===== src/pafl_map.svh =====
// constants for the port alternate function logic
`ifndef PAFL_MAP_SVH
`define PAFL_MAP_SVH
`define PAFL_BCR_EXT0 0
`define PAFL_BCR_EMU 3
`define PAFL_BCR_IRQSEL 6
`define PAFL_BCR_EXT7 7
`define PAFL_CS_SHIFT 13
`define PAFL_CS_FIRST_CLOCKED 3
`define PAFL_CS7 7
`define PAFL_P6_RX 0
`define PAFL_P6_TX 1
`define PAFL_P6_TIN 2
`define PAFL_P6_TIMER_A_WAVE_OUTPUT 3
`define PAFL_P6_TOKEN_CHAIN_INPUT 4
`define PAFL_P6_TOKEN_CHAIN_OUTPUT 5
`define PAFL_P6_SHARED_SERIAL_LINE 6
`define PAFL_P3SEL_RST 8'h00
`define PAFL_P3DATA_RST 8'hff
`define PAFL_ADDR_ONES 16'hffff
`define PAFL_DATA_ONES 8'hff
`define PAFL_NMI_PIN 0
`define PAFL_ASYNC_CTRL_STATUS_REGISTER_RX 5
`define PAFL_ASYNC_CTRL_STATUS_REGISTER_TX 0
`endif


===== src/pafl_pkg.sv =====
// types shared by the port alternate function logic
package pafl_pkg;
	typedef struct packed
	{
		logic [15:0] addr;
		logic [7:0] wdata;
		logic [7:0] rdata;
		logic write;
		logic internal;
		logic valid;
	} pafl_cpu_t;
	typedef struct packed
	{
		logic [6:0] rise;
		logic [4:0] fall;
		logic [1:0] level;
	} pafl_flags_t;
endpackage : pafl_pkg


===== src/pafl_port_mux.sv =====
// shared port pin alternate functions: bus, selects, irqs, port 6
`timescale 1ns/1ps
`include "pafl_map.svh"
module pafl_port_mux
	import pafl_pkg::*;
(
	input wire logic clk,
	input wire logic arst_n,
	input wire logic phase2High,
	input wire logic [7:0] busControl,
	input wire pafl_cpu_t cpu,
	input wire logic [7:0] port2In,
	output logic [15:0] addrOut,
	output logic addrOe,
	output logic [7:0] dataOut,
	output logic dataOe,
	input wire logic p3SelWrite,
	input wire logic [7:0] p3SelData,
	input wire logic [7:0] port3Data,
	output logic [7:0] port3Out,
	output logic [7:0] port3SelectReg,
	input wire logic [7:0] port4In,
	input wire logic [7:0] port5In,
	input wire pafl_flags_t irqEnable,
	input wire pafl_flags_t flagClear,
	input wire logic cpuIrqDisable,
	output pafl_flags_t irqFlags,
	output logic irqRequest,
	output logic nmiPulse,
	input wire logic [7:0] asyncCtrl,
	input wire logic [7:0] port6Data,
	input wire logic [7:0] port6Dir,
	input wire logic [7:0] port6In,
	input wire logic uartTx,
	input wire logic timerATimeout,
	input wire logic tokenChainDrive,
	input wire logic sendRequest,
	input wire logic messageBusy,
	input wire logic ackDrive,
	output logic [7:0] port6Out,
	output logic [7:0] port6Oe,
	output logic uartRx,
	output logic timerACountPulse,
	output logic chainGrant,
	output logic tokenLineIn
);
	logic extBus;
	logic emu;
	logic [7:0] csHitN;
	logic [7:0] selEff;
	logic selLoaded;
	logic [6:0] riseIn;
	logic [4:0] fallIn;
	logic [1:0] levelIn;
	logic [6:0] risePrev;
	logic [4:0] fallPrev;
	logic nmiPrev;
	logic tinPrev;
	logic timerWave;
	logic [15:0] next_addrOut;
	logic [7:0] next_dataOut;
	logic next_dataOe;
	pafl_flags_t next_irqFlags;

	// chip select block decode, one 8 kbyte block per select
	function automatic logic csHit(input logic [2:0] idx,
		input logic [15:0] addr);
		csHit = (addr[15:`PAFL_CS_SHIFT] == idx);
	endfunction : csHit

	assign extBus = busControl[`PAFL_BCR_EXT0] & busControl[`PAFL_BCR_EXT7];
	assign emu = busControl[`PAFL_BCR_EMU];
	assign riseIn = {port5In[6:4], port5In[1:0], port4In[5:4]};
	assign fallIn = {port5In[7], port5In[3:2], port4In[7:6]};
	assign levelIn = port4In[2:1];

	// address and data bus drive
	always_comb
	begin
		next_addrOut = cpu.addr;
		if (extBus && !emu && cpu.internal)
		begin
			next_addrOut = `PAFL_ADDR_ONES;
		end
		next_dataOut = cpu.wdata;
		next_dataOe = 1'b0;
		if (emu && cpu.valid && cpu.internal)
		begin
			next_dataOut = cpu.write ? cpu.wdata : cpu.rdata;
			next_dataOe = 1'b1;
		end
		else if (extBus && !emu && cpu.internal)
		begin
			next_dataOut = `PAFL_DATA_ONES;
			next_dataOe = 1'b1;
		end
		else if ((extBus || emu) && cpu.valid && cpu.write)
		begin
			// floats through phase low so a slow device can let go
			next_dataOe = phase2High;
		end
	end

	always_ff @(posedge clk or negedge arst_n)
	begin
		if (!arst_n)
		begin
			addrOut <= 16'h0000;
			addrOe <= 1'b0;
			dataOut <= 8'h00;
			dataOe <= 1'b0;
		end
		else
		begin
			addrOut <= next_addrOut;
			addrOe <= extBus | emu;
			dataOut <= next_dataOut;
			dataOe <= next_dataOe;
		end
	end

	// port 3 select register; bit seven caught after reset release
	always_ff @(posedge clk or negedge arst_n)
	begin
		if (!arst_n)
		begin
			port3SelectReg <= `PAFL_P3SEL_RST;
			selLoaded <= 1'b0;
		end
		else if (!selLoaded)
		begin
			port3SelectReg[`PAFL_CS7] <= busControl[`PAFL_BCR_EXT7];
			selLoaded <= 1'b1;
		end
		else if (p3SelWrite)
		begin
			port3SelectReg <= p3SelData;
		end
	end

	assign selEff = port3SelectReg |
		{busControl[`PAFL_BCR_EXT7], 7'h00};

	always_comb
	begin
		for (int i = 0; i < 8; i++)
		begin
			csHitN[i] = ~csHit(3'(i), cpu.addr);
			if (i >= `PAFL_CS_FIRST_CLOCKED && !phase2High)
			begin
				csHitN[i] = 1'b1;
			end
		end
	end

	always_ff @(posedge clk or negedge arst_n)
	begin
		if (!arst_n)
		begin
			port3Out <= `PAFL_P3DATA_RST;
		end
		else
		begin
			port3Out <= (selEff & csHitN) | (~selEff & port3Data);
		end
	end

	// pin samples for edge detection
	always_ff @(posedge clk or negedge arst_n)
	begin
		if (!arst_n)
		begin
			risePrev <= 7'h00;
			fallPrev <= 5'h1f;
			nmiPrev <= 1'b1;
			tinPrev <= 1'b1;
		end
		else
		begin
			risePrev <= riseIn;
			fallPrev <= fallIn;
			nmiPrev <= port4In[`PAFL_NMI_PIN];
			tinPrev <= port6In[`PAFL_P6_TIN];
		end
	end

	// hardware set beats a same-cycle software clear
	always_comb
	begin
		next_irqFlags.rise = (irqFlags.rise & ~flagClear.rise) |
			(riseIn & ~risePrev);
		next_irqFlags.fall = (irqFlags.fall & ~flagClear.fall) |
			(~fallIn & fallPrev);
		next_irqFlags.level = (irqFlags.level & ~flagClear.level) |
			({2{busControl[`PAFL_BCR_IRQSEL]}} & ~levelIn);
	end

	always_ff @(posedge clk or negedge arst_n)
	begin
		if (!arst_n)
		begin
			irqFlags <= '0;
			irqRequest <= 1'b0;
			nmiPulse <= 1'b0;
		end
		else
		begin
			irqFlags <= next_irqFlags;
			irqRequest <= (|(next_irqFlags & irqEnable)) & ~cpuIrqDisable;
			nmiPulse <= busControl[`PAFL_BCR_IRQSEL] & nmiPrev &
				~port4In[`PAFL_NMI_PIN];
		end
	end

	// port 6 functions
	always_ff @(posedge clk or negedge arst_n)
	begin
		if (!arst_n)
		begin
			timerWave <= 1'b0;
		end
		else if (timerATimeout)
		begin
			timerWave <= ~timerWave;
		end
	end

	always_ff @(posedge clk or negedge arst_n)
	begin
		if (!arst_n)
		begin
			port6Out <= 8'h00;
			port6Oe <= 8'h00;
			uartRx <= 1'b1;
			timerACountPulse <= 1'b0;
			chainGrant <= 1'b0;
			tokenLineIn <= 1'b1;
		end
		else
		begin
			port6Out <= port6Data;
			port6Oe <= port6Dir;
			if (asyncCtrl[`PAFL_ASYNC_CTRL_STATUS_REGISTER_RX])
			begin
				port6Oe[`PAFL_P6_RX] <= 1'b0;
			end
			if (asyncCtrl[`PAFL_ASYNC_CTRL_STATUS_REGISTER_TX])
			begin
				port6Out[`PAFL_P6_TX] <= uartTx;
				port6Oe[`PAFL_P6_TX] <= 1'b1;
			end
			port6Out[`PAFL_P6_TIMER_A_WAVE_OUTPUT] <= timerWave ^ timerATimeout;
			port6Oe[`PAFL_P6_TIMER_A_WAVE_OUTPUT] <= 1'b1;
			port6Out[`PAFL_P6_TOKEN_CHAIN_OUTPUT] <= tokenChainDrive;
			port6Oe[`PAFL_P6_TOKEN_CHAIN_OUTPUT] <= 1'b1;
			// open drain: only ever pulls low
			port6Out[`PAFL_P6_SHARED_SERIAL_LINE] <= 1'b0;
			port6Oe[`PAFL_P6_SHARED_SERIAL_LINE] <= (sendRequest & ~messageBusy) |
				ackDrive;
			port6Oe[`PAFL_P6_TIN] <= 1'b0;
			port6Oe[`PAFL_P6_TOKEN_CHAIN_INPUT] <= 1'b0;
			uartRx <= port6In[`PAFL_P6_RX];
			// counts low pulses; source must stay under half rate
			timerACountPulse <= tinPrev & ~port6In[`PAFL_P6_TIN];
			chainGrant <= port6In[`PAFL_P6_TOKEN_CHAIN_INPUT];
			tokenLineIn <= port6In[`PAFL_P6_SHARED_SERIAL_LINE];
		end
	end

	property p_addr_ones;
		@(posedge clk) disable iff (!arst_n)
		(extBus && !emu && cpu.internal) |=> (addrOut == 16'hffff);
	endproperty
	a_addr_ones: assert property (p_addr_ones)
		else $error("address not all ones on internal access");

	property p_emu_trace;
		@(posedge clk) disable iff (!arst_n)
		(emu && cpu.valid) |=> (addrOe && addrOut == $past(cpu.addr));
	endproperty
	a_emu_trace: assert property (p_emu_trace)
		else $error("emulation address not traced");

	property p_data_ones;
		@(posedge clk) disable iff (!arst_n)
		(extBus && !emu && cpu.internal) |=> (dataOe && dataOut == 8'hff);
	endproperty
	a_data_ones: assert property (p_data_ones)
		else $error("data not all ones on internal access");

	property p_emu_data;
		@(posedge clk) disable iff (!arst_n)
		(emu && cpu.valid && cpu.internal && !cpu.write) |=>
			(dataOe && dataOut == $past(cpu.rdata));
	endproperty
	a_emu_data: assert property (p_emu_data)
		else $error("internal read data not shown in emulation");

	property p_data_float;
		@(posedge clk) disable iff (!arst_n)
		(!phase2High && !cpu.internal) |=> !dataOe;
	endproperty
	a_data_float: assert property (p_data_float)
		else $error("data driven in phase low on external cycle");

	property p_rise_flag;
		@(posedge clk) disable iff (!arst_n)
		(!riseIn[0] ##1 riseIn[0]) |=> irqFlags.rise[0];
	endproperty
	a_rise_flag: assert property (p_rise_flag)
		else $error("rising edge flag not set");

	property p_fall_quiet;
		@(posedge clk) disable iff (!arst_n)
		(!irqFlags.fall[0] && !(fallPrev[0] && !fallIn[0])) |=>
			!irqFlags.fall[0];
	endproperty
	a_fall_quiet: assert property (p_fall_quiet)
		else $error("falling flag set without falling edge");

	property p_irq_gate;
		@(posedge clk) disable iff (!arst_n)
		irqRequest |-> !$past(cpuIrqDisable);
	endproperty
	a_irq_gate: assert property (p_irq_gate)
		else $error("request while interrupts disabled");

	property p_level_hold;
		@(posedge clk) disable iff (!arst_n)
		(busControl[6] && !levelIn[0])[*2] |=> irqFlags.level[0];
	endproperty
	a_level_hold: assert property (p_level_hold)
		else $error("level flag dropped while pin low");

	property p_cs7_auto;
		@(posedge clk) disable iff (!arst_n)
		(busControl[7] && phase2High && cpu.addr[15:13] == 3'h7) |=>
			!port3Out[7];
	endproperty
	a_cs7_auto: assert property (p_cs7_auto)
		else $error("select seven not driven");

	property p_clocked_cs;
		@(posedge clk) disable iff (!arst_n)
		(!phase2High && selEff[4]) |=> port3Out[4];
	endproperty
	a_clocked_cs: assert property (p_clocked_cs)
		else $error("clocked select active in phase low");

	property p_timer_a_wave_output;
		@(posedge clk) disable iff (!arst_n)
		timerATimeout |=> port6Out[3] != $past(port6Out[3]);
	endproperty
	a_timer_a_wave_output: assert property (p_timer_a_wave_output)
		else $error("timer output did not toggle");
endmodule : pafl_port_mux


===== config.mk =====
export PLATFORM = sky130hd
export DESIGN_NAME = pafl_port_mux
export DESIGN_NICKNAME = d
export VERILOG_FILES = /design/src/pafl_pkg.sv /design/src/pafl_port_mux.sv
export VERILOG_INCLUDE_DIRS = /design/src /design/src/src
export SDC_FILE = /design/constraint.sdc
export NUM_CORES = 1
export LEC_CHECK = 0
export BUFFER_PORTS_ARGS = -buffer_cell sky130_fd_sc_hd__buf_2
export CORE_UTILIZATION = 40
export CTS_CLUSTER_DIAMETER = 80
export DETAILED_ROUTE_END_ITERATION = 7
export PLACE_DENSITY = 0.78
export SYNTH_ARGS = -nofsm -noshare
export SYNTH_HDL_FRONTEND = slang
export SYNTH_SLANG_ARGS = --single-unit

===== constraint.sdc =====
create_clock -name clk -period 3.4 [get_ports clk]
set_clock_uncertainty 0.15 [all_clocks]
set_input_delay 1.02 -clock clk [delete_from_list [all_inputs] [get_ports clk]]
set_output_delay 1.02 -clock clk [all_outputs]
set_load 0.01 [all_outputs]

-- After elaboration in Yosys (flattened, before gate mapping)
Cells that the tools add are included.
- eq/ne operators: 8
- muxes and demuxes: 17
- bitwise operators: 43
- reduce and logical (&&, ||, !) cells: 11
- operator list (operator ; count):
    $mux W8 ; 4
    $and A8 B8 Y8 ; 2
    $mux W16 ; 1
    $or A8 B8 Y8 ; 2
    $and A14 B14 Y14 ; 1
    $and A7 B7 Y7 ; 2
    $not A7 Y7 ; 2
    $reduce_or A14 Y1 ; 1
    $not A1 Y1 ; 13
    $eq A3 B3 Y1 const B ; 4
    $mux W1 ; 12
    $and A5 B5 Y5 ; 2
    $not A5 Y5 ; 2
    $not A8 Y8 ; 1
    $or A7 B7 Y7 ; 1
    $and A1 B1 Y1 ; 6
    $eq A3 B2 Y1 const B ; 2
    $logic_and A1 B1 Y1 ; 6
    $or A5 B5 Y5 ; 1
    $and A2 B2 Y2 ; 2
    $not A2 Y2 ; 2
    $eq A3 B1 Y1 const B ; 1
    $logic_not A3 Y1 ; 1
    $ne A2 B2 Y1 const B ; 1
    6 further kinds ; 7
- bits in registers: 91
- input port bits: 154
- output and inout bits: 78
- logic and storage cells: 103

-- Depth between registers and ports, before layout
- word-level depth: 7
- gate-level depth with buffers: 5
- gate-level depth less buffers: 5

-- Worst setup path after synthesis
Ideal clock, no wire load.
- kind: input-to-reg
- start: in port5In[5]
- end: reg irqRequest
- library setup time: 0.131 ns
- arrival: 1.612 ns
- data required time: 3.119 ns
- path slack: 1.507 ns
- stages on the path: 5
- buffers on the path: 0
- cells stage by stage: inv_1 > o22ai_2 > a22o_1 > a221oi_2 > a31oi_1
- RTL lines (item ; RTL line ; source):
    start: declaration ; pafl_port_mux.sv:23 ; input wire logic [7:0] port5In,
    end signal: assignment ; pafl_port_mux.sv:209 ; irqRequest <= (|(next_irqFlags & irqEnable)) & ~cpuIrqDisable;
    end: declaration ; pafl_port_mux.sv:28 ; output logic irqRequest,

-- Worst setup path in the final report
- start: reg port3Out[1]
- end: out port3Out[1]
- RTL lines (item ; RTL line ; source):
    start: declaration ; pafl_port_mux.sv:20 ; output logic [7:0] port3Out,
    start signal: assignment ; pafl_port_mux.sv:160 ; port3Out <= `PAFL_P3DATA_RST;
    start signal: assignment ; pafl_port_mux.sv:164 ; port3Out <= (selEff & csHitN) | (~selEff & port3Data);
No word-level cell between the ends.

==> impl_metrics.json <==
{
  "status": "completed",
  "clk_latency_ns": 0.34,
  "grt_usage_pct": 18.2,
  "syn_inst": 230,
  "r2r-start": "irqFlags[2]$_DFF_PN0_",
  "p_int_mw": 1.69,
  "reg2reg_depth": 5,
  "cp-startpoint": "port3Out[1]$_DFF_PN1_",
  "synthTopCellsByArea": "dfrtp_1, dfstp_2, nand2b_1",
  "yosys.area.top_type": "dfrtp_1",
  "finalSetupTns_ns": 0,
  "leakagePower_nw": 2.35,
  "max-slew-margin-rel_pct": 62.3,
  "p_clk_share_pct": 32.5,
  "vias_per_cell": 4.56,
  "antenna_left": 0,
  "synth_top_family_by_area": "compound AO/OA/AOI/OAI gates",
  "vias": 2473,
  "synth_xor_area_share_pct": 0.551,
  "regToRegSetupSlack_ns": 2.00,
  "fin_nets": 589,
  "synth.avg_cell_area_um2": 13.8,
  "p_sw_mw": 0.589,
  "yosysMostFrequentCell": "dfrtp_1",
  "powerDensity_nw_per_um2": 508,
  "cp.buffers_inverters": 1,
  "p_seq_share_pct": 52.6,
  "setup.worst_path.end": "port3Out[1]",
  "cts_resized": 0,
  "fin_cells": 542,
  "routedWlPerCell_um": 13.5,
  "swShare_pct": 25.8,
  "clock_path_buffers": 2,
  "hpwlAfterDp_um": 5820,
  "slowest_stage": "dfstp_2",
  "synthFlopType": "dfrtp_1",
  "h-tree-depth": 3,
  "ys_seq_area_share_pct": 70.7,
  "gr-total-overflow": 0,
  "rsz0062_at_grt": "false",
  "drt_first_pass_iters": 4,
  "yosys_warnings": 0,
  "core_area_um2": 7730,
  "worstSetupEndpointType": "output port",
  "drt_iter0_markers": 26,
  "antenna_cells": 0,
  "synth_fa_ha_area_share_pct": 0,
  "timing.rr.end": "irqRequest$_DFF_PN0_",
  "routed_wirelength_um": 7290,
  "whs_ns": 0.303,
  "worstSetupPathDepth": 1,
  "dieArea_um2": 8310,
  "die_x_um": 91.2,
  "cts-buffers-inserted": 9,
  "cp_data_arrival_time_ns": 0.99,
  "layout_min_cycle_time_ns": 2.16,
  "fmax_mhz": 463,
  "synth.distinct_cells": 31,
  "rows": 32,
  "cts_root_buf": "clkbuf_8",
  "drive_above_1_share_pct": 57.7,
  "cts_setup_buffers": 0,
  "start_kind": "flip-flop",
  "crit_family": "flip-flops",
  "antenna_found_initial": 0,
  "cts_tree": "done",
  "grt_pass1_wl_um": 11600,
  "yosys.area.top_type_share_pct": 56.6,
  "maxCapViolCount": 0,
  "cts.sinks": 89,
  "clk_pin_slew_ns": 0.08,
  "cts_hold_buf": 0,
  "cp.required_ns": 2.23,
  "crit_type": "flip-flop to output port",
  "place_congestion": 0.712,
  "cp_slowest_stage_delay_ns": 0.53,
  "hold_viol": 0,
  "p_comb_share_pct": 14.9,
  "timing.final.crit_share_pct": 63.5,
  "netlist_area_um2": 3180,
  "syn2layout_area_growth_pct": 41.3,
  "drc": 0,
  "peakVddDrop_v": 0.000226,
  "slew_violations": 0,
  "worst_slew_pin_slew_ns": 0.565,
  "async_reset_ff_share_pct": 100,
  "ios": 232,
  "path_cells": "buf_2",
  "start_util_pct": 41.2,
  "synth_compound_area_share_pct": 11.1,
  "grt_pass1_vias": 2505,
  "ys_ff_latch": 89,
  "crit_fanout": 1,
  "synth-simple-area-share_pct": 9.52,
  "dp_cells": 526,
  "synth_common_cells": "dfrtp_1, inv_1, nand2b_1, dfstp_2, nor2_1",
  "finalSetupViolCount": 0,
  "min_path_type": "flip-flop to flip-flop",
  "die_y_um": 91.2,
  "synth_edf_count": 0,
  "grt_max_degree": 47,
  "muxShareOfSynthArea_pct": 3.15,
  "port_buffers": 197
}
-- per-stage QoR --
stage	util [%]	setup slack [ns]	area (um^2)	power, mW
floorplan	-	1.51	3190	1.36
global placement	55.4	1.27	4280	1.55
detailed placement	55.4	1.24	4280	1.57
CTS	58.1	1.22	4490	2.31
global route	58.1	1.21	4490	2.39
finish	58.1	1.24	4490	2.28
-- power by group through the flow --
stage / clock network (mW) / logic, mW / registers (mW)
floorplan: 0 / 0.103 / 1.26
global placement: 0 / 0.335 / 1.21
detailed placement: 0 / 0.345 / 1.22
CTS: 0.767 / 0.346 / 1.20
global route: 0.811 / 0.374 / 1.21
finish: 0.742 / 0.339 / 1.20
-- cells by family (layout without fill, tap and decap cells) --
group	after synthesis	in the layout
other	2	4
AND/OR/NAND/NOR	51	51
XOR/XNOR	2	2
multiplexers	9	9
flip-flops	89	89
buffers and inverters	35	243
AO/OA/AOI/OAI	42	42
-- sequential cells by signal, indices dropped and copies added, names as in the netlist --
name              count
addrOe                1
addrOut              16
chainGrant            1
dataOe                1
dataOut               8
fallPrev              5
irqFlags             14
irqRequest            1
nmiPrev               1
nmiPulse              1
port3Out              8
port3SelectReg        8
port6Oe               5
port6Out              7
risePrev              7
timerACountPulse      1
timerWave             1
tinPrev               1
tokenLineIn           1
uartRx                1
-- worst min path at each step --
| stage | to | depth (start not counted) | startpoint | slack, ns |
|---|---|---|---|---|
| 6_report | port3Out[5]$_DFF_PN1_ | 1 | port3SelectReg[5]$_DFFE_PN0P_ | 0.30 |
| 5_1_grt | irqFlags[12]$_DFF_PN0_ | 1 | risePrev[5]$_DFF_PN0_ | 0.33 |
| 4_1_cts | irqFlags[11]$_DFF_PN0_ | 1 | risePrev[4]$_DFF_PN0_ | 0.31 |
| 3_5_place_dp | irqFlags[11]$_DFF_PN0_ | 1 | risePrev[4]$_DFF_PN0_ | 0.29 |
| 3_3_place_gp | irqFlags[12]$_DFF_PN0_ | 1 | risePrev[5]$_DFF_PN0_ | 0.28 |
| 2_1_floorplan | irqFlags[13]$_DFF_PN0_ | 1 | risePrev[6]$_DFF_PN0_ | 0.27 |
-- placed cells by master, fill, tap and decap left out, drive strengths merged, types with 4 or more instances in the layout --
cell	Yosys	routed
dfrtp	72	72
inv	29	31
clkbuf	0	10
o22a	8	8
dfstp	17	17
nand2	8	8
a21oi	8	8
o22ai	14	14
buf	6	198
nor2	16	16
nand2b	18	18
conb	2	4
a22oi	5	5
mux2	8	8
-- layout make-up --
| class | instances | area (um^2) |
|---|---|---|
| clock inverter | 6 | 73.8 |
| clock buffer | 10 | 138 |
| sequential | 89 | 2250 |
| tap | 102 | 128 |
| multi-input combinational | 108 | 788 |
| inverter | 29 | 109 |
| timing repair buffer | 198 | 1010 |
| fill | 663 | 3230 |
-- routing by layer --
metal / up-vias / global-route usage, % / share of wire [%]
li1: 1162 / - / -
met1: 1183 / 20.1 / 39
met2: 118 / 32.6 / 52
met3: 10 / 5.36 / 7.8
met4: 0 / 7.01 / 1.5
met5: - / 0 / 0
Note: power is estimated with default switching activity, not from simulation.
